`config.mk`:
```
export PLATFORM = sky130hd
export DESIGN_NAME = fcdma_top
export DESIGN_NICKNAME = d
export VERILOG_FILES = /design/src/verilog/fcdma_pkg.sv /design/src/verilog/fcdma_arb.sv /design/src/verilog/fcdma_top.sv
export SDC_FILE = /design/constraint.sdc
export NUM_CORES = 2
export LEC_CHECK = 0
export BUFFER_PORTS_ARGS = -buffer_cell sky130_fd_sc_hd__clkbuf_2
export CORE_UTILIZATION = 42
export DETAILED_ROUTE_END_ITERATION = 6
export HOLD_SLACK_MARGIN = 0.03
export PLACE_DENSITY = 0.66
export SYNTH_ARGS = -nofsm -noshare
export SYNTH_HDL_FRONTEND = slang
export SYNTH_SLANG_ARGS = --single-unit
```
`constraint.sdc`:
```
create_clock -name pclk -period 4.3 [get_ports pclk]
set_input_delay 1.075 -clock pclk [delete_from_list [all_inputs] [get_ports pclk]]
set_output_delay 1.075 -clock pclk [all_outputs]
set_load 0.02 [all_outputs]
```
`src/verilog/fcdma_pkg.sv`:
```
// Purpose: shared constants and types of the four channel dma controller
// Assumes: 16-bit data space, apb register window of 256 bytes
// Notes:   request codes above 8'h7f never fire in this build
package fcdma_pkg;
  localparam int NCH = 4;                    // channel count
  localparam int AW  = 16;                   // data space address width
  localparam int DW  = 16;                   // data width
  // word index inside a channel window (byte offset = 4 * index)
  localparam logic [2:0] RI_CTRL = 3'h0;
  localparam logic [2:0] RI_SEL  = 3'h1;
  localparam logic [2:0] RI_STA  = 3'h2;
  localparam logic [2:0] RI_STB  = 3'h3;
  localparam logic [2:0] RI_PAD  = 3'h4;
  localparam logic [2:0] RI_CNT  = 3'h5;
  localparam logic [2:0] RI_XFER = 3'h6;
  localparam logic [2:0] RI_STAT = 3'h7;
  localparam logic [7:0] OFF_STAT = 8'h80;   // global status word
  // control word fields
  localparam int CB_EN   = 0;
  localparam int CB_BYTE = 1;
  localparam int CB_DIR  = 2;                // 1: sram to peripheral
  localparam int CB_HALF = 3;
  localparam int CB_AM   = 4;                // 2 bits
  localparam int CB_MD   = 6;                // 2 bits
  localparam int SB_TRIG = 15;               // manual trigger in select word
  localparam logic [1:0] AM_INC = 2'h0;
  localparam logic [1:0] AM_FIX = 2'h1;
  localparam logic [1:0] AM_PIA = 2'h2;
  localparam logic [1:0] MD_ONE = 2'h0;
  localparam logic [1:0] MD_RPT = 2'h1;
  localparam logic [1:0] MD_PP1 = 2'h2;      // ping-pong, stop after 2nd block
  localparam logic [1:0] MD_PPR = 2'h3;      // ping-pong, repeat
  localparam logic [15:0] RST_REG = 16'h0000;
  localparam logic [15:0] NO_PAD  = 16'h0000;
  localparam logic [15:0] STEP_B  = 16'h0001;
  localparam logic [15:0] STEP_W  = 16'h0002;
  // request source codes
  localparam logic [7:0] RQ_EXT0 = 8'h00;
  localparam logic [7:0] RQ_CAP1 = 8'h01;
  localparam logic [7:0] RQ_CAP2 = 8'h05;
  localparam logic [7:0] RQ_CAP3 = 8'h25;
  localparam logic [7:0] RQ_CAP4 = 8'h26;
  localparam logic [7:0] RQ_CMP1 = 8'h02;
  localparam logic [7:0] RQ_CMP2 = 8'h06;
  localparam logic [7:0] RQ_CMP3 = 8'h19;
  localparam logic [7:0] RQ_CMP4 = 8'h1a;
  localparam logic [7:0] RQ_TMR2 = 8'h07;
  localparam logic [7:0] RQ_TMR3 = 8'h08;
  localparam logic [7:0] RQ_TMR4 = 8'h1b;
  localparam logic [7:0] RQ_TMR5 = 8'h1c;
  localparam logic [7:0] RQ_SER1 = 8'h0a;
  localparam logic [7:0] RQ_SER2 = 8'h21;
  localparam logic [7:0] RQ_U1RX = 8'h0b;
  localparam logic [7:0] RQ_U1TX = 8'h0c;
  localparam logic [7:0] RQ_U2RX = 8'h1e;
  localparam logic [7:0] RQ_U2TX = 8'h1f;
  localparam logic [7:0] RQ_CNRX = 8'h22;
  localparam logic [7:0] RQ_CNTX = 8'h46;
  localparam logic [7:0] RQ_ADC  = 8'h0d;
  // peripheral data addresses; second compare word is for software use
  localparam logic [15:0] PA_CAP1 = 16'h0144;
  localparam logic [15:0] PA_CAP2 = 16'h014c;
  localparam logic [15:0] PA_CAP3 = 16'h0154;
  localparam logic [15:0] PA_CAP4 = 16'h015c;
  localparam logic [15:0] PA_CMP1 = 16'h0906;
  localparam logic [15:0] PA_CMP1S = 16'h0904;
  localparam logic [15:0] PA_CMP2 = 16'h0910;
  localparam logic [15:0] PA_CMP2S = 16'h090e;
  localparam logic [15:0] PA_CMP3 = 16'h091a;
  localparam logic [15:0] PA_CMP3S = 16'h0918;
  localparam logic [15:0] PA_CMP4 = 16'h0924;
  localparam logic [15:0] PA_CMP4S = 16'h0922;
  localparam logic [15:0] PA_SER1 = 16'h0248;
  localparam logic [15:0] PA_SER2 = 16'h0268;
  localparam logic [15:0] PA_U1RX = 16'h0226;
  localparam logic [15:0] PA_U1TX = 16'h0224;
  localparam logic [15:0] PA_U2RX = 16'h0236;
  localparam logic [15:0] PA_U2TX = 16'h0234;
  localparam logic [15:0] PA_CNRX = 16'h0440;
  localparam logic [15:0] PA_CNTX = 16'h0442;
  localparam logic [15:0] PA_ADC  = 16'h0300;
  // data bus request toward sram and peripherals
  typedef struct packed {
    logic          req;
    logic          we;
    logic          byte_m;
    logic [AW-1:0] addr;
    logic [DW-1:0] wdata;
  } fcdma_mreq_t;
  // default peripheral address for a source code and direction
  function automatic logic [AW-1:0] fcdma_pad_dflt(input logic [7:0] code, input logic wr);
    logic [AW-1:0] r;
    r = NO_PAD;
    case (code)
      RQ_EXT0, RQ_TMR2, RQ_TMR3, RQ_TMR4, RQ_TMR5: r = NO_PAD;
      RQ_CAP1: r = wr ? NO_PAD : PA_CAP1;
      RQ_CAP2: r = wr ? NO_PAD : PA_CAP2;
      RQ_CAP3: r = wr ? NO_PAD : PA_CAP3;
      RQ_CAP4: r = wr ? NO_PAD : PA_CAP4;
      RQ_CMP1: r = wr ? PA_CMP1 : NO_PAD;
      RQ_CMP2: r = wr ? PA_CMP2 : NO_PAD;
      RQ_CMP3: r = wr ? PA_CMP3 : NO_PAD;
      RQ_CMP4: r = wr ? PA_CMP4 : NO_PAD;
      RQ_SER1: r = PA_SER1;
      RQ_SER2: r = PA_SER2;
      RQ_U1RX: r = wr ? NO_PAD : PA_U1RX;
      RQ_U1TX: r = wr ? PA_U1TX : NO_PAD;
      RQ_U2RX: r = wr ? NO_PAD : PA_U2RX;
      RQ_U2TX: r = wr ? PA_U2TX : NO_PAD;
      RQ_CNRX: r = wr ? NO_PAD : PA_CNRX;
      RQ_CNTX: r = wr ? PA_CNTX : NO_PAD;
      RQ_ADC:  r = wr ? NO_PAD : PA_ADC;
      default: r = NO_PAD;
    endcase
    return r;
  endfunction : fcdma_pad_dflt
endpackage : fcdma_pkg

```
`src/verilog/fcdma_arb.sv`:
```
// Purpose: fixed priority pick among channel requests
// Assumes: combinational, sampled by the engine in its idle state
// Notes:   channel 0 ranks highest
module fcdma_arb
  import fcdma_pkg::*;
(
  input  wire logic [NCH-1:0] req,
  output logic      [NCH-1:0] gnt,
  output logic                any,
  output logic      [1:0]     idx
);
  // scan downward so the lowest index written last wins
  always_comb begin
    gnt = '0;
    idx = 2'h0;
    any = |req;
    for (int i = NCH - 1; i >= 0; i--) begin
      if (req[i]) begin
        gnt = '0;
        gnt[i] = 1'b1;
        idx = i[1:0];
      end
    end
  end
endmodule : fcdma_arb

```
`src/verilog/fcdma_top.sv`:
```
// Purpose: four channel dma engine with apb register window
// Assumes: data bus answers with mem_ack; events and pia_addr share pclk
// Notes:   one element moves per granted request
// Function
// - timer and external events can request transfers
// - each channel moves one direction only
// - fixed rank picks one, others stay pending
// - interrupt after whole block completes
// - interrupt at half block or full block
// - indirect mode with sram post-increment
// - indirect mode with fixed sram address
// - peripheral supplies address in peripheral-indirect mode
// - byte or word per transfer
// - start by software trigger or peripheral request
// - one-shot stops, auto-repeat restarts block
// - ping-pong swaps start address each block
// - 8-bit code selects request source
// - external int and timer codes, no address
// - capture codes read capture buffers
// - compare codes write compare registers
// - serial port codes read and write buffers
// - uart receive and transmit codes and buffers
// - can receive and transmit codes and addresses
// - converter done code reads first buffer
module fcdma_top (
  input  wire logic                      pclk,
  input  wire logic                      presetn,
  input  wire logic                      psel,
  input  wire logic                      penable,
  input  wire logic                      pwrite,
  input  wire logic [7:0]                paddr,
  input  wire logic [31:0]               pwdata,
  output logic      [31:0]               prdata,
  output logic                           pready,
  output logic                           pslverr,
  input  wire logic [127:0]              req_events,
  input  wire logic [fcdma_pkg::AW-1:0]  pia_addr,
  output fcdma_pkg::fcdma_mreq_t         mem_o,
  input  wire logic                      mem_ack,
  input  wire logic [fcdma_pkg::DW-1:0]  mem_rdata,
  output logic      [fcdma_pkg::NCH-1:0] dma_irq
);
  import fcdma_pkg::*;

  typedef enum logic [2:0] {S_IDLE, S_LOAD, S_RD, S_WR, S_FIN} fcdma_st_t;

  // software registers, one word each per channel
  logic [DW-1:0]  ctrl_ff [NCH];   // control word
  logic [7:0]     sel_ff  [NCH];   // request source code
  logic [AW-1:0]  sta_ff  [NCH];   // start address a
  logic [AW-1:0]  stb_ff  [NCH];   // start address b
  logic [AW-1:0]  pad_ff  [NCH];   // peripheral address
  logic [DW-1:0]  cnt_ff  [NCH];   // elements per block minus one
  // channel progress
  logic [AW-1:0]  ptr_ff  [NCH];   // current sram address
  logic [DW-1:0]  xfer_ff [NCH];   // elements done in block
  logic [NCH-1:0] pp_ff;           // ping-pong half in use
  logic [NCH-1:0] pend_ff;         // latched requests
  logic [NCH-1:0] irq_ff;          // interrupt pulses
  // engine
  fcdma_st_t      st_ff;
  logic [1:0]     ch_ff;           // active channel
  logic [AW-1:0]  pia_ff;          // address from peripheral
  fcdma_mreq_t    mem_ff;          // bus request
  // apb answer
  logic [31:0]    prdata_ff;
  logic           pready_ff;
  logic           pslverr_ff;

  // decoded access
  logic           d_hit;
  logic [1:0]     d_ch;
  logic [2:0]     d_idx;
  logic           wr_go;
  logic [31:0]    rd_word;
  logic [AW-1:0]  pad_new;
  // per channel strobes
  logic [NCH-1:0] en_v;
  logic [NCH-1:0] ev_v;
  logic [NCH-1:0] trig_v;
  logic [NCH-1:0] arm_v;
  logic [NCH-1:0] stop_v;
  logic [NCH-1:0] rdy_v;
  logic [NCH-1:0] gnt;
  logic           g_any;
  logic [1:0]     g_idx;
  // active channel view
  logic [DW-1:0]  c_ctl;
  logic           c_byte;
  logic           c_dir;
  logic           c_half;
  logic [1:0]     c_am;
  logic [1:0]     c_md;
  logic [AW-1:0]  cur_ptr;
  logic [AW-1:0]  ram_a;
  logic [AW-1:0]  src_a;
  logic [AW-1:0]  dst_a;
  logic [AW-1:0]  step;
  logic [16:0]    xfer_n;
  logic [16:0]    total;
  logic           last;
  logic           at_half;

  // address decode: {hit, channel, word index}
  function automatic logic [5:0] fcdma_dec(input logic [7:0] a);
    logic [5:0] r;
    r = 6'h00;
    if (a == OFF_STAT) begin
      r = {1'b1, 2'h0, RI_STAT};
    end else if (!a[7] && a[1:0] == 2'h0 && a[4:2] != RI_STAT) begin
      r = {1'b1, a[6:5], a[4:2]};
    end
    return r;
  endfunction : fcdma_dec

  assign {d_hit, d_ch, d_idx} = fcdma_dec(paddr);
  // writes land only on the completing edge
  assign wr_go   = psel & penable & pready_ff & pwrite & d_hit;
  assign pad_new = fcdma_pad_dflt(pwdata[7:0], ctrl_ff[d_ch][CB_DIR]);

  // per channel request terms
  genvar gi;
  generate
    for (gi = 0; gi < NCH; gi++) begin : g_ch
      logic sel_w;
      assign sel_w      = wr_go && d_ch == gi && d_idx == RI_SEL;
      assign en_v[gi]   = ctrl_ff[gi][CB_EN];
      // codes with bit 7 set have no event line
      assign ev_v[gi]   = !sel_ff[gi][7] && req_events[sel_ff[gi][6:0]];
      assign trig_v[gi] = sel_w && pwdata[SB_TRIG];
      // enabling from off restarts the block
      assign arm_v[gi]  = wr_go && d_ch == gi && d_idx == RI_CTRL
                          && pwdata[CB_EN] && !ctrl_ff[gi][CB_EN];
      assign stop_v[gi] = st_ff == S_FIN && ch_ff == gi && last
                          && (c_md == MD_ONE || (c_md == MD_PP1 && pp_ff[gi]));
    end
  endgenerate

  assign rdy_v = pend_ff & en_v;

  fcdma_arb u_arb (
    .req (rdy_v),
    .gnt (gnt),
    .any (g_any),
    .idx (g_idx)
  );

  // active channel fields
  assign c_ctl   = ctrl_ff[ch_ff];
  assign c_byte  = c_ctl[CB_BYTE];
  assign c_dir   = c_ctl[CB_DIR];
  assign c_half  = c_ctl[CB_HALF];
  assign c_am    = c_ctl[CB_AM +: 2];
  assign c_md    = c_ctl[CB_MD +: 2];
  assign cur_ptr = ptr_ff[ch_ff];
  // peripheral-indirect takes the address the peripheral handed over
  assign ram_a   = (c_am == AM_PIA) ? pia_ff : cur_ptr;
  // one fixed direction per channel
  assign src_a   = c_dir ? ram_a : pad_ff[ch_ff];
  assign dst_a   = c_dir ? pad_ff[ch_ff] : ram_a;
  assign step    = c_byte ? STEP_B : STEP_W;
  assign xfer_n  = {1'b0, xfer_ff[ch_ff]} + 17'h00001;
  assign total   = {1'b0, cnt_ff[ch_ff]} + 17'h00001;
  assign last    = xfer_n == total;
  assign at_half = xfer_n == (total >> 1);

  // software registers; a write beats the engine's enable clear
  always_ff @(posedge pclk or negedge presetn) begin
    if (!presetn) begin
      for (int i = 0; i < NCH; i++) begin
        ctrl_ff[i] <= RST_REG;
        sel_ff[i]  <= RST_REG[7:0];
        sta_ff[i]  <= RST_REG;
        stb_ff[i]  <= RST_REG;
        pad_ff[i]  <= RST_REG;
        cnt_ff[i]  <= RST_REG;
      end
    end else begin
      for (int i = 0; i < NCH; i++) begin
        if (wr_go && d_ch == i) begin
          case (d_idx)
            RI_CTRL: ctrl_ff[i] <= pwdata[15:0];
            RI_SEL: begin
              sel_ff[i] <= pwdata[7:0];
              pad_ff[i] <= pad_new;        // preload known peripheral address
            end
            RI_STA:  sta_ff[i] <= pwdata[15:0];
            RI_STB:  stb_ff[i] <= pwdata[15:0];
            RI_PAD:  pad_ff[i] <= pwdata[15:0];
            RI_CNT:  cnt_ff[i] <= pwdata[15:0];
            default: ;                     // progress word is read only
          endcase
        end else if (stop_v[i]) begin
          ctrl_ff[i][CB_EN] <= 1'b0;
        end
      end
    end
  end

  // read mux, unmapped reads as zero
  always_comb begin
    rd_word = 32'h0000_0000;
    case (d_idx)
      RI_CTRL: rd_word[15:0] = ctrl_ff[d_ch];
      RI_SEL:  rd_word[7:0]  = sel_ff[d_ch];
      RI_STA:  rd_word[15:0] = sta_ff[d_ch];
      RI_STB:  rd_word[15:0] = stb_ff[d_ch];
      RI_PAD:  rd_word[15:0] = pad_ff[d_ch];
      RI_CNT:  rd_word[15:0] = cnt_ff[d_ch];
      RI_XFER: rd_word[15:0] = xfer_ff[d_ch];
      RI_STAT: rd_word[15:0] = {pp_ff, pend_ff, en_v, 1'b0, st_ff != S_IDLE, ch_ff};
      default: rd_word = 32'h0000_0000;
    endcase
    if (!d_hit) begin
      rd_word = 32'h0000_0000;
    end
  end

  // apb: one wait state so read data comes from a flop
  always_ff @(posedge pclk or negedge presetn) begin
    if (!presetn) begin
      pready_ff  <= 1'b0;
      pslverr_ff <= 1'b0;
      prdata_ff  <= 32'h0000_0000;
    end else if (psel && penable && !pready_ff) begin
      pready_ff  <= 1'b1;
      pslverr_ff <= !d_hit;
      prdata_ff  <= pwrite ? 32'h0000_0000 : rd_word;
    end else begin
      pready_ff  <= 1'b0;
      pslverr_ff <= 1'b0;
    end
  end

  // pending requests; a new request in the grant cycle is kept
  always_ff @(posedge pclk or negedge presetn) begin
    if (!presetn) begin
      pend_ff <= '0;
    end else begin
      pend_ff <= (pend_ff & ~((st_ff == S_IDLE) ? gnt : '0))
                 | (en_v & (ev_v | trig_v));
    end
  end

  // engine: grant, read element, write element, account
  always_ff @(posedge pclk or negedge presetn) begin
    if (!presetn) begin
      st_ff  <= S_IDLE;
      ch_ff  <= 2'h0;
      pia_ff <= '0;
      mem_ff <= '0;
    end else begin
      case (st_ff)
        S_IDLE: begin
          if (g_any) begin
            ch_ff  <= g_idx;
            pia_ff <= pia_addr;
            st_ff  <= S_LOAD;
          end
        end
        S_LOAD: begin
          mem_ff.req    <= 1'b1;
          mem_ff.we     <= 1'b0;
          mem_ff.byte_m <= c_byte;
          mem_ff.addr   <= src_a;
          mem_ff.wdata  <= '0;
          st_ff         <= S_RD;
        end
        S_RD: begin
          if (mem_ack) begin
            mem_ff.we    <= 1'b1;
            mem_ff.addr  <= dst_a;
            // byte moves keep the upper lane clear
            mem_ff.wdata <= c_byte ? {8'h00, mem_rdata[7:0]} : mem_rdata;
            st_ff        <= S_WR;
          end
        end
        S_WR: begin
          if (mem_ack) begin
            mem_ff.req <= 1'b0;
            mem_ff.we  <= 1'b0;
            st_ff      <= S_FIN;
          end
        end
        S_FIN:   st_ff <= S_IDLE;
        default: st_ff <= S_IDLE;
      endcase
    end
  end

  // address and count progress per channel
  always_ff @(posedge pclk or negedge presetn) begin
    if (!presetn) begin
      pp_ff <= '0;
      for (int i = 0; i < NCH; i++) begin
        ptr_ff[i]  <= RST_REG;
        xfer_ff[i] <= RST_REG;
      end
    end else begin
      for (int i = 0; i < NCH; i++) begin
        if (arm_v[i]) begin
          ptr_ff[i]  <= sta_ff[i];
          xfer_ff[i] <= RST_REG;
          pp_ff[i]   <= 1'b0;
        end else if (st_ff == S_FIN && ch_ff == i) begin
          if (last) begin
            xfer_ff[i] <= RST_REG;
            if (c_md[1]) begin
              pp_ff[i]  <= !pp_ff[i];
              ptr_ff[i] <= pp_ff[i] ? sta_ff[i] : stb_ff[i];
            end else begin
              ptr_ff[i] <= sta_ff[i];
            end
          end else begin
            xfer_ff[i] <= xfer_n[15:0];
            if (c_am == AM_INC) begin
              ptr_ff[i] <= ptr_ff[i] + step;
            end                              // fixed mode holds
          end
        end
      end
    end
  end

  // block or half block interrupt pulse
  always_ff @(posedge pclk or negedge presetn) begin
    if (!presetn) begin
      irq_ff <= '0;
    end else begin
      for (int i = 0; i < NCH; i++) begin
        irq_ff[i] <= st_ff == S_FIN && ch_ff == i && (c_half ? at_half : last);
      end
    end
  end

  assign prdata  = prdata_ff;
  assign pready  = pready_ff;
  assign pslverr = pslverr_ff;
  assign mem_o   = mem_ff;
  assign dma_irq = irq_ff;
endmodule : fcdma_top
```
# Word-level counts from Yosys, hierarchy flattened
# Index checks and enable logic that the tools add are counted.
dict set report op_classes {
  addsub 6
  n_lt_le_gt_ge 6
  n_eq_ne 47
  n_mux 155
  bitwise_logic 12
  n_reduce_logical 145
}
# cell count
set op_table {}
lappend op_table {{two-way mux 16 bit} 58}
lappend op_table {{binary-select mux 16 bit (select 2 bit)} 11}
lappend op_table {{case mux 12 bit (17 select lines)} 1}
lappend op_table {{AND reduction 2 bit} 35}
lappend op_table {{adder 16 x 2 -> 16 bit} 4}
lappend op_table {{two-way mux 32 bit} 2}
lappend op_table {{case mux 32 bit (2 select lines)} 1}
lappend op_table {{case mux 8 bit (8 select lines)} 1}
lappend op_table {{case mux 8 bit (7 select lines)} 1}
lappend op_table {{logical AND 1 bit} 52}
lappend op_table {{two-way mux 10 bit} 5}
lappend op_table {{two-way mux 12 bit} 4}
lappend op_table {{nonzero test 2 bit} 19}
lappend op_table {{two-way mux 1 bit} 36}
lappend op_table {{two-way mux 9 bit} 4}
lappend op_table {{adder 16 x 1 -> 17 bit (second input constant)} 2}
lappend op_table {{equality test 8 x 4 -> 1 bit (second input constant)} 4}
lappend op_table {{equality test 8 x 5 -> 1 bit (second input constant)} 4}
lappend op_table {{equality test 8 x 6 -> 1 bit (second input constant)} 4}
lappend op_table {{less-than comparator 7 x 8 -> 1 bit (second input constant)} 4}
lappend op_table {{two-way mux 8 bit} 4}
lappend op_table {{case mux 16 bit (2 select lines)} 1}
lappend op_table {{binary-select mux 1 bit (select 7 bit)} 4}
lappend op_table {{two-way mux 11 bit} 2}
lappend op_table {{other kinds (36)} 108}
dict set report word_totals {
  register_bits 582
  in_bits 206
  output_inout_bits 73
  word_cells 424
}

# Logic depth before layout (Yosys ltp)
dict set report logic_depth {
  ltp_word 12
  depth_mapped 17
  ltp_nobuf 11
}

# Hierarchy
# Synthesis repeated with hierarchy kept, for this count alone.
dict set report unflattened {
  cells_unflattened 3194
  hier_area_um2 35375.2
}
# mod instances cells_per_inst area_per_inst_um2 seq_area_each_um2
set by_module_without_submodules {}
lappend by_module_without_submodules {fcdma_top 1 3184 35316.4 14163.6}
lappend by_module_without_submodules {fcdma_arb 1 10 58.8 0.0}

# Worst setup path before layout
# No wires, ideal clock.
dict set report synth_timing {
  kind {reg-to-reg}
  startpoint {reg ch_ff[0]}
  endpoint {reg ptr_ff[43] in the netlist's numbering}
  arrival_time_ns 3.844
  t_required_ns 4.171
  setup_slack_ns 0.326
  stages_incl_launch_ff 15
  path_buffers 4
  cell_sequence {dfrtp_1 buf_6 buf_12 mux4_2 buf_2 ha_1 xnor2_1 xnor2_1 nand3_1 a2111oi_4 nand4_4 o31ai_4 a21boi_2 buf_6 o41a_1}
}
dict set report synth_between {
  elab_chain_len 10
  elab_cells_between_ends 26
}
# element line_no
set synth_rtl {}
lappend synth_rtl {{start: declaration} fcdma_top.sv:62} ;# logic [1:0] ch_ff;
lappend synth_rtl {{start signal: assignment} fcdma_top.sv:256} ;# ch_ff <= g_idx;
lappend synth_rtl {{branches (longest 10 deep; another with adder 16 x 1 -> 17 bit)} n/a}
lappend synth_rtl {{end signal: indexed assignment} fcdma_top.sv:302} ;# ptr_ff[i] <= sta_ff[i];
lappend synth_rtl {{end signal: indexed assignment} fcdma_top.sv:310} ;# ptr_ff[i] <= pp_ff[i] ? sta_ff[i] : stb_ff[i];
lappend synth_rtl {{end signal: indexed assignment} fcdma_top.sv:317} ;# ptr_ff[i] <= ptr_ff[i] + step;
lappend synth_rtl {{end: declaration} fcdma_top.sv:55} ;# logic [AW-1:0] ptr_ff [NCH];
# Parallel ways; which one is timed is not known. The select of a mux whose other input is x is not followed.
# A chain may end at the register's enable or synchronous reset.

# Worst setup path after layout
dict set report layout_timing {
  startpoint {reg ch_ff[0]}
  endpoint {reg ptr_ff[33] in the netlist's numbering}
}
# The elaborated chain is that of the path after synthesis.

==> flow_summary.ini <==
[status]
status = complete, no violations

[worst_setup_path]
end_kind = flip-flop
timing.rr.start = ch_ff[0]
worstPathMaxFanout = 18
reg2reg_slack_ps = 70
worst_path_largest_cell_delay_ps = 500
reg2reg_depth = 14
critPathSlowestCell = or4_4
cp.arrival_ps = 4740
critical_path.most_common_cell = buf_4
cp-start-kind = flip-flop
worstPathCellList = buf_4 > buf_4 > mux4_2 > nand3_2 > o21a_1 > or4_4 > a2111oi_4 > nand4_4 > buf_4 > nor3_4 > buf_4 > clkbuf_16 > nor3_1 > o41ai_2
worstReg2RegEnd = ptr_ff[33]
crit_type = flip-flop to flip-flop
worstPathRequired_ps = 4810

[timing]
min_period_ps = 4232
skew_ps = 41.54
finalSetupViolCount = 0
tightest_slew_ps = 1103
hold_viol = 0
max_clock_freq_ghz = 0.2363
timing.final.ws_setup_ps = 68.29
fin_crit_sh_pct = 98.41
final-max-slew-violation-count = 0
relSlewSlack_pct = 26.21

[grt]
grtUsageTotal_pct = 32.44
overflow = 0
grt_antenna_before_repair = 4
grt_pass1_wl_um = 214400
grt_max_degree = 95
grt_pass1_vias = 31340

[synth]
synth.area.top_cells = dfrtp_1, mux4_2, mux2_2
ys_seq_elements = 566
ys_warn_count = 0
netlist_area_mm2 = 0.03681
synth_top_area_cell = dfrtp_1
syn-instance-count = 3546
synth-edff-count = 0
synth.distinct_cells = 82
synth_seq_area_share_pct = 38.48
avgSynthCellArea_um2 = 10.38
synthArstFlopShare_pct = 100.0
yosys.area.top_type_share_pct = 38.48
ys.flop_type = dfrtp_1

[cells_and_area]
nFillCells = 7944
insertedDiodeCount = 0
syn2layout_area_growth_pct = 16.41
fin_util_pct = 49.39
nets = 4005
drive_above_1_share_pct = 31.45

[floorplan]
die_h_um = 298.0
fp.dieW_um = 298.0
die_area_mm2 = 0.08882
fp.coreArea_mm2 = 0.08675
rows = 108
initial_core_util_pct = 42.43
io_pins = 279

[cts]
htree_num_levels = 3
root_buffer = clkbuf_16
clk_pin_slew_ps = 60
cts_hold_repair.buffers = 0
cts_num_sinks = 566
tritoncts = done
clock_path_buffers = 3
clkLatencyLatePin_ps = 630
numCtsBuffers = 66

[power_and_ir_drop]
ir_worst_vdd_mv = 0.3256
powerDensity_mw_per_mm2 = 351.4
leakage_nw = 18.36

[detailed_routing]
drt_wl_total_um = 146200
vias = 32750
routed_via_density = 6.563
ant_nets = 0
wire_per_inst_um = 29.30
drt_iter0_markers = 4179
drtPass1Iterations = 7
drc = 0

[place]
numPortBuffers = 246
dpl.hpwl_um = 105000
dp_worst_setup_slack_ps = 38.52
gp_congestion = 1.019

[hold_path]
hold_path.startpoint = ctrl_ff[43]
holdPathEnd = ctrl_ff[43]
whs_path_depth = 2
hold_path_class = flip-flop to flip-flop

[flow_run]
max_cap_viol_count = 0
-- registers in the layout, summed over array words and instances (netlist names), 16 cells and up --
register	cells
cnt_ff	64
ctrl_ff	64
xfer_ff	64
pia_ff	16
stb_ff	64
mem_o	35
ptr_ff	64
prdata	16
sel_ff	32
pad_ff	64
sta_ff	64
-- metal layers --
metal  vias to the layer above  global-route usage [%]  wire, um
li1                      13810                       -         -
met1                     16220                   43.38     55780
met2                      2270                   48.17     63600
met3                       449                   8.445     17760
met4                         6                   17.30      9038
met5                         -                  0.1082        41
-- worst max-delay path by stage --
stage                     slack, ps  cells past startpoint  startpoint         end
after floorplan                 330                     14    ch_ff[0]  ptr_ff[43]
after global placement          120                     11    ch_ff[0]  ptr_ff[40]
after detailed placement         40                     11    ch_ff[0]  ptr_ff[40]
after CTS                        30                     14    ch_ff[0]  ptr_ff[14]
after global routing            -10                     14    ch_ff[0]  ptr_ff[42]
final                            70                     14    ch_ff[0]  ptr_ff[33]
-- critical path, delay by kind of cell (launching register included) --
family | cells | cell delay, ps
simple gates | 5 | 1230
compound gates | 3 | 1030
buf+inv | 5 | 950
flops | 1 | 490
mux | 1 | 380
-- timing repair --
| item | in CTS | in global routing |
|---|---|---|
| pin swaps | 0 | 5 |
| gates resized for setup | 1 | 3 |
| gates cloned | 0 | 2 |
| setup buffers | 0 | 13 |
| endpoints found under the setup margin | 6 | 56 |
-- logic make-up after synthesis --
| kind of cell | synth area share, % |
|---|---|
| buffers and inverters | 4.256 |
| other | 0.01019 |
| AO/OA/AOI/OAI | 13.89 |
| multiplexers | 26.52 |
| flip-flops | 38.48 |
| adder cells (fa/ha/maj) | 0.5575 |
| XOR/XNOR | 2.594 |
| AND/OR/NAND/NOR | 13.69 |
-- through the flow --
stage / setup TNS [ps] / area [um2] / hold WS, ps / instances / power (W)
after CTS: 0 / 42680 / 471.0 / 4975 / 0.01505
after detailed placement: 0 / 40370 / 458.2 / 4857 / 0.009007
after global routing: -17.81 / 42850 / 500.6 / 4990 / 0.01557
after floorplan: 0 / 36860 / 438.0 / 3561 / 0.007728
final: 0 / 42850 / 465.4 / 4990 / 0.01506
after global placement: 0 / 40370 / 453.3 / 4857 / 0.008961
-- layout make-up --
type / count / area, um2 / share of cell area [%]
sequential: 566 / 14180 / 33.09
multi-input combinational: 2619 / 21210 / 49.50
clock inverter: 29 / 386.6 / 0.9023
tap: 1155 / 1445 / 3.373
timing repair buffer: 501 / 3603 / 8.410
clock buffer: 89 / 1912 / 4.462
inverter: 31 / 116.4 / 0.2716
-- cell usage after synthesis, types with 40 or more instances --
cell      number
nand3_1       83
a21oi_1      233
mux4_2       245
buf_1         40
nand4_1       53
xnor2_1       75
nor2_1       238
o21ai_0      203
mux2i_1       83
clkbuf_1     262
o211ai_1      60
or3_1         93
nand2_1      366
mux2_2       303
nor3_1        87
dfrtp_1      566
-- cell usage in the layout (no fill, tap or decap), types with 82 or more instances in the layout --
cell type and instances:
mux2i_1 83, nor3_1 84, a21oi_1 233, mux2_2 303, nand3_1 82, or3_1 93, nand2_1 365, buf_4 222
o21ai_0 203, clkbuf_2 243, mux4_2 245, nor2_1 236, dfrtp_1 560
-- report_power, final --
group,internal [W],leakage (nW),switching [W]
registers,0.00558,7.49,0.000251
logic,0.00122,9.73,0.00194
clock network,0.00366,1.14,0.00240
No activity file was read; power rests on OpenSTA's default activity.
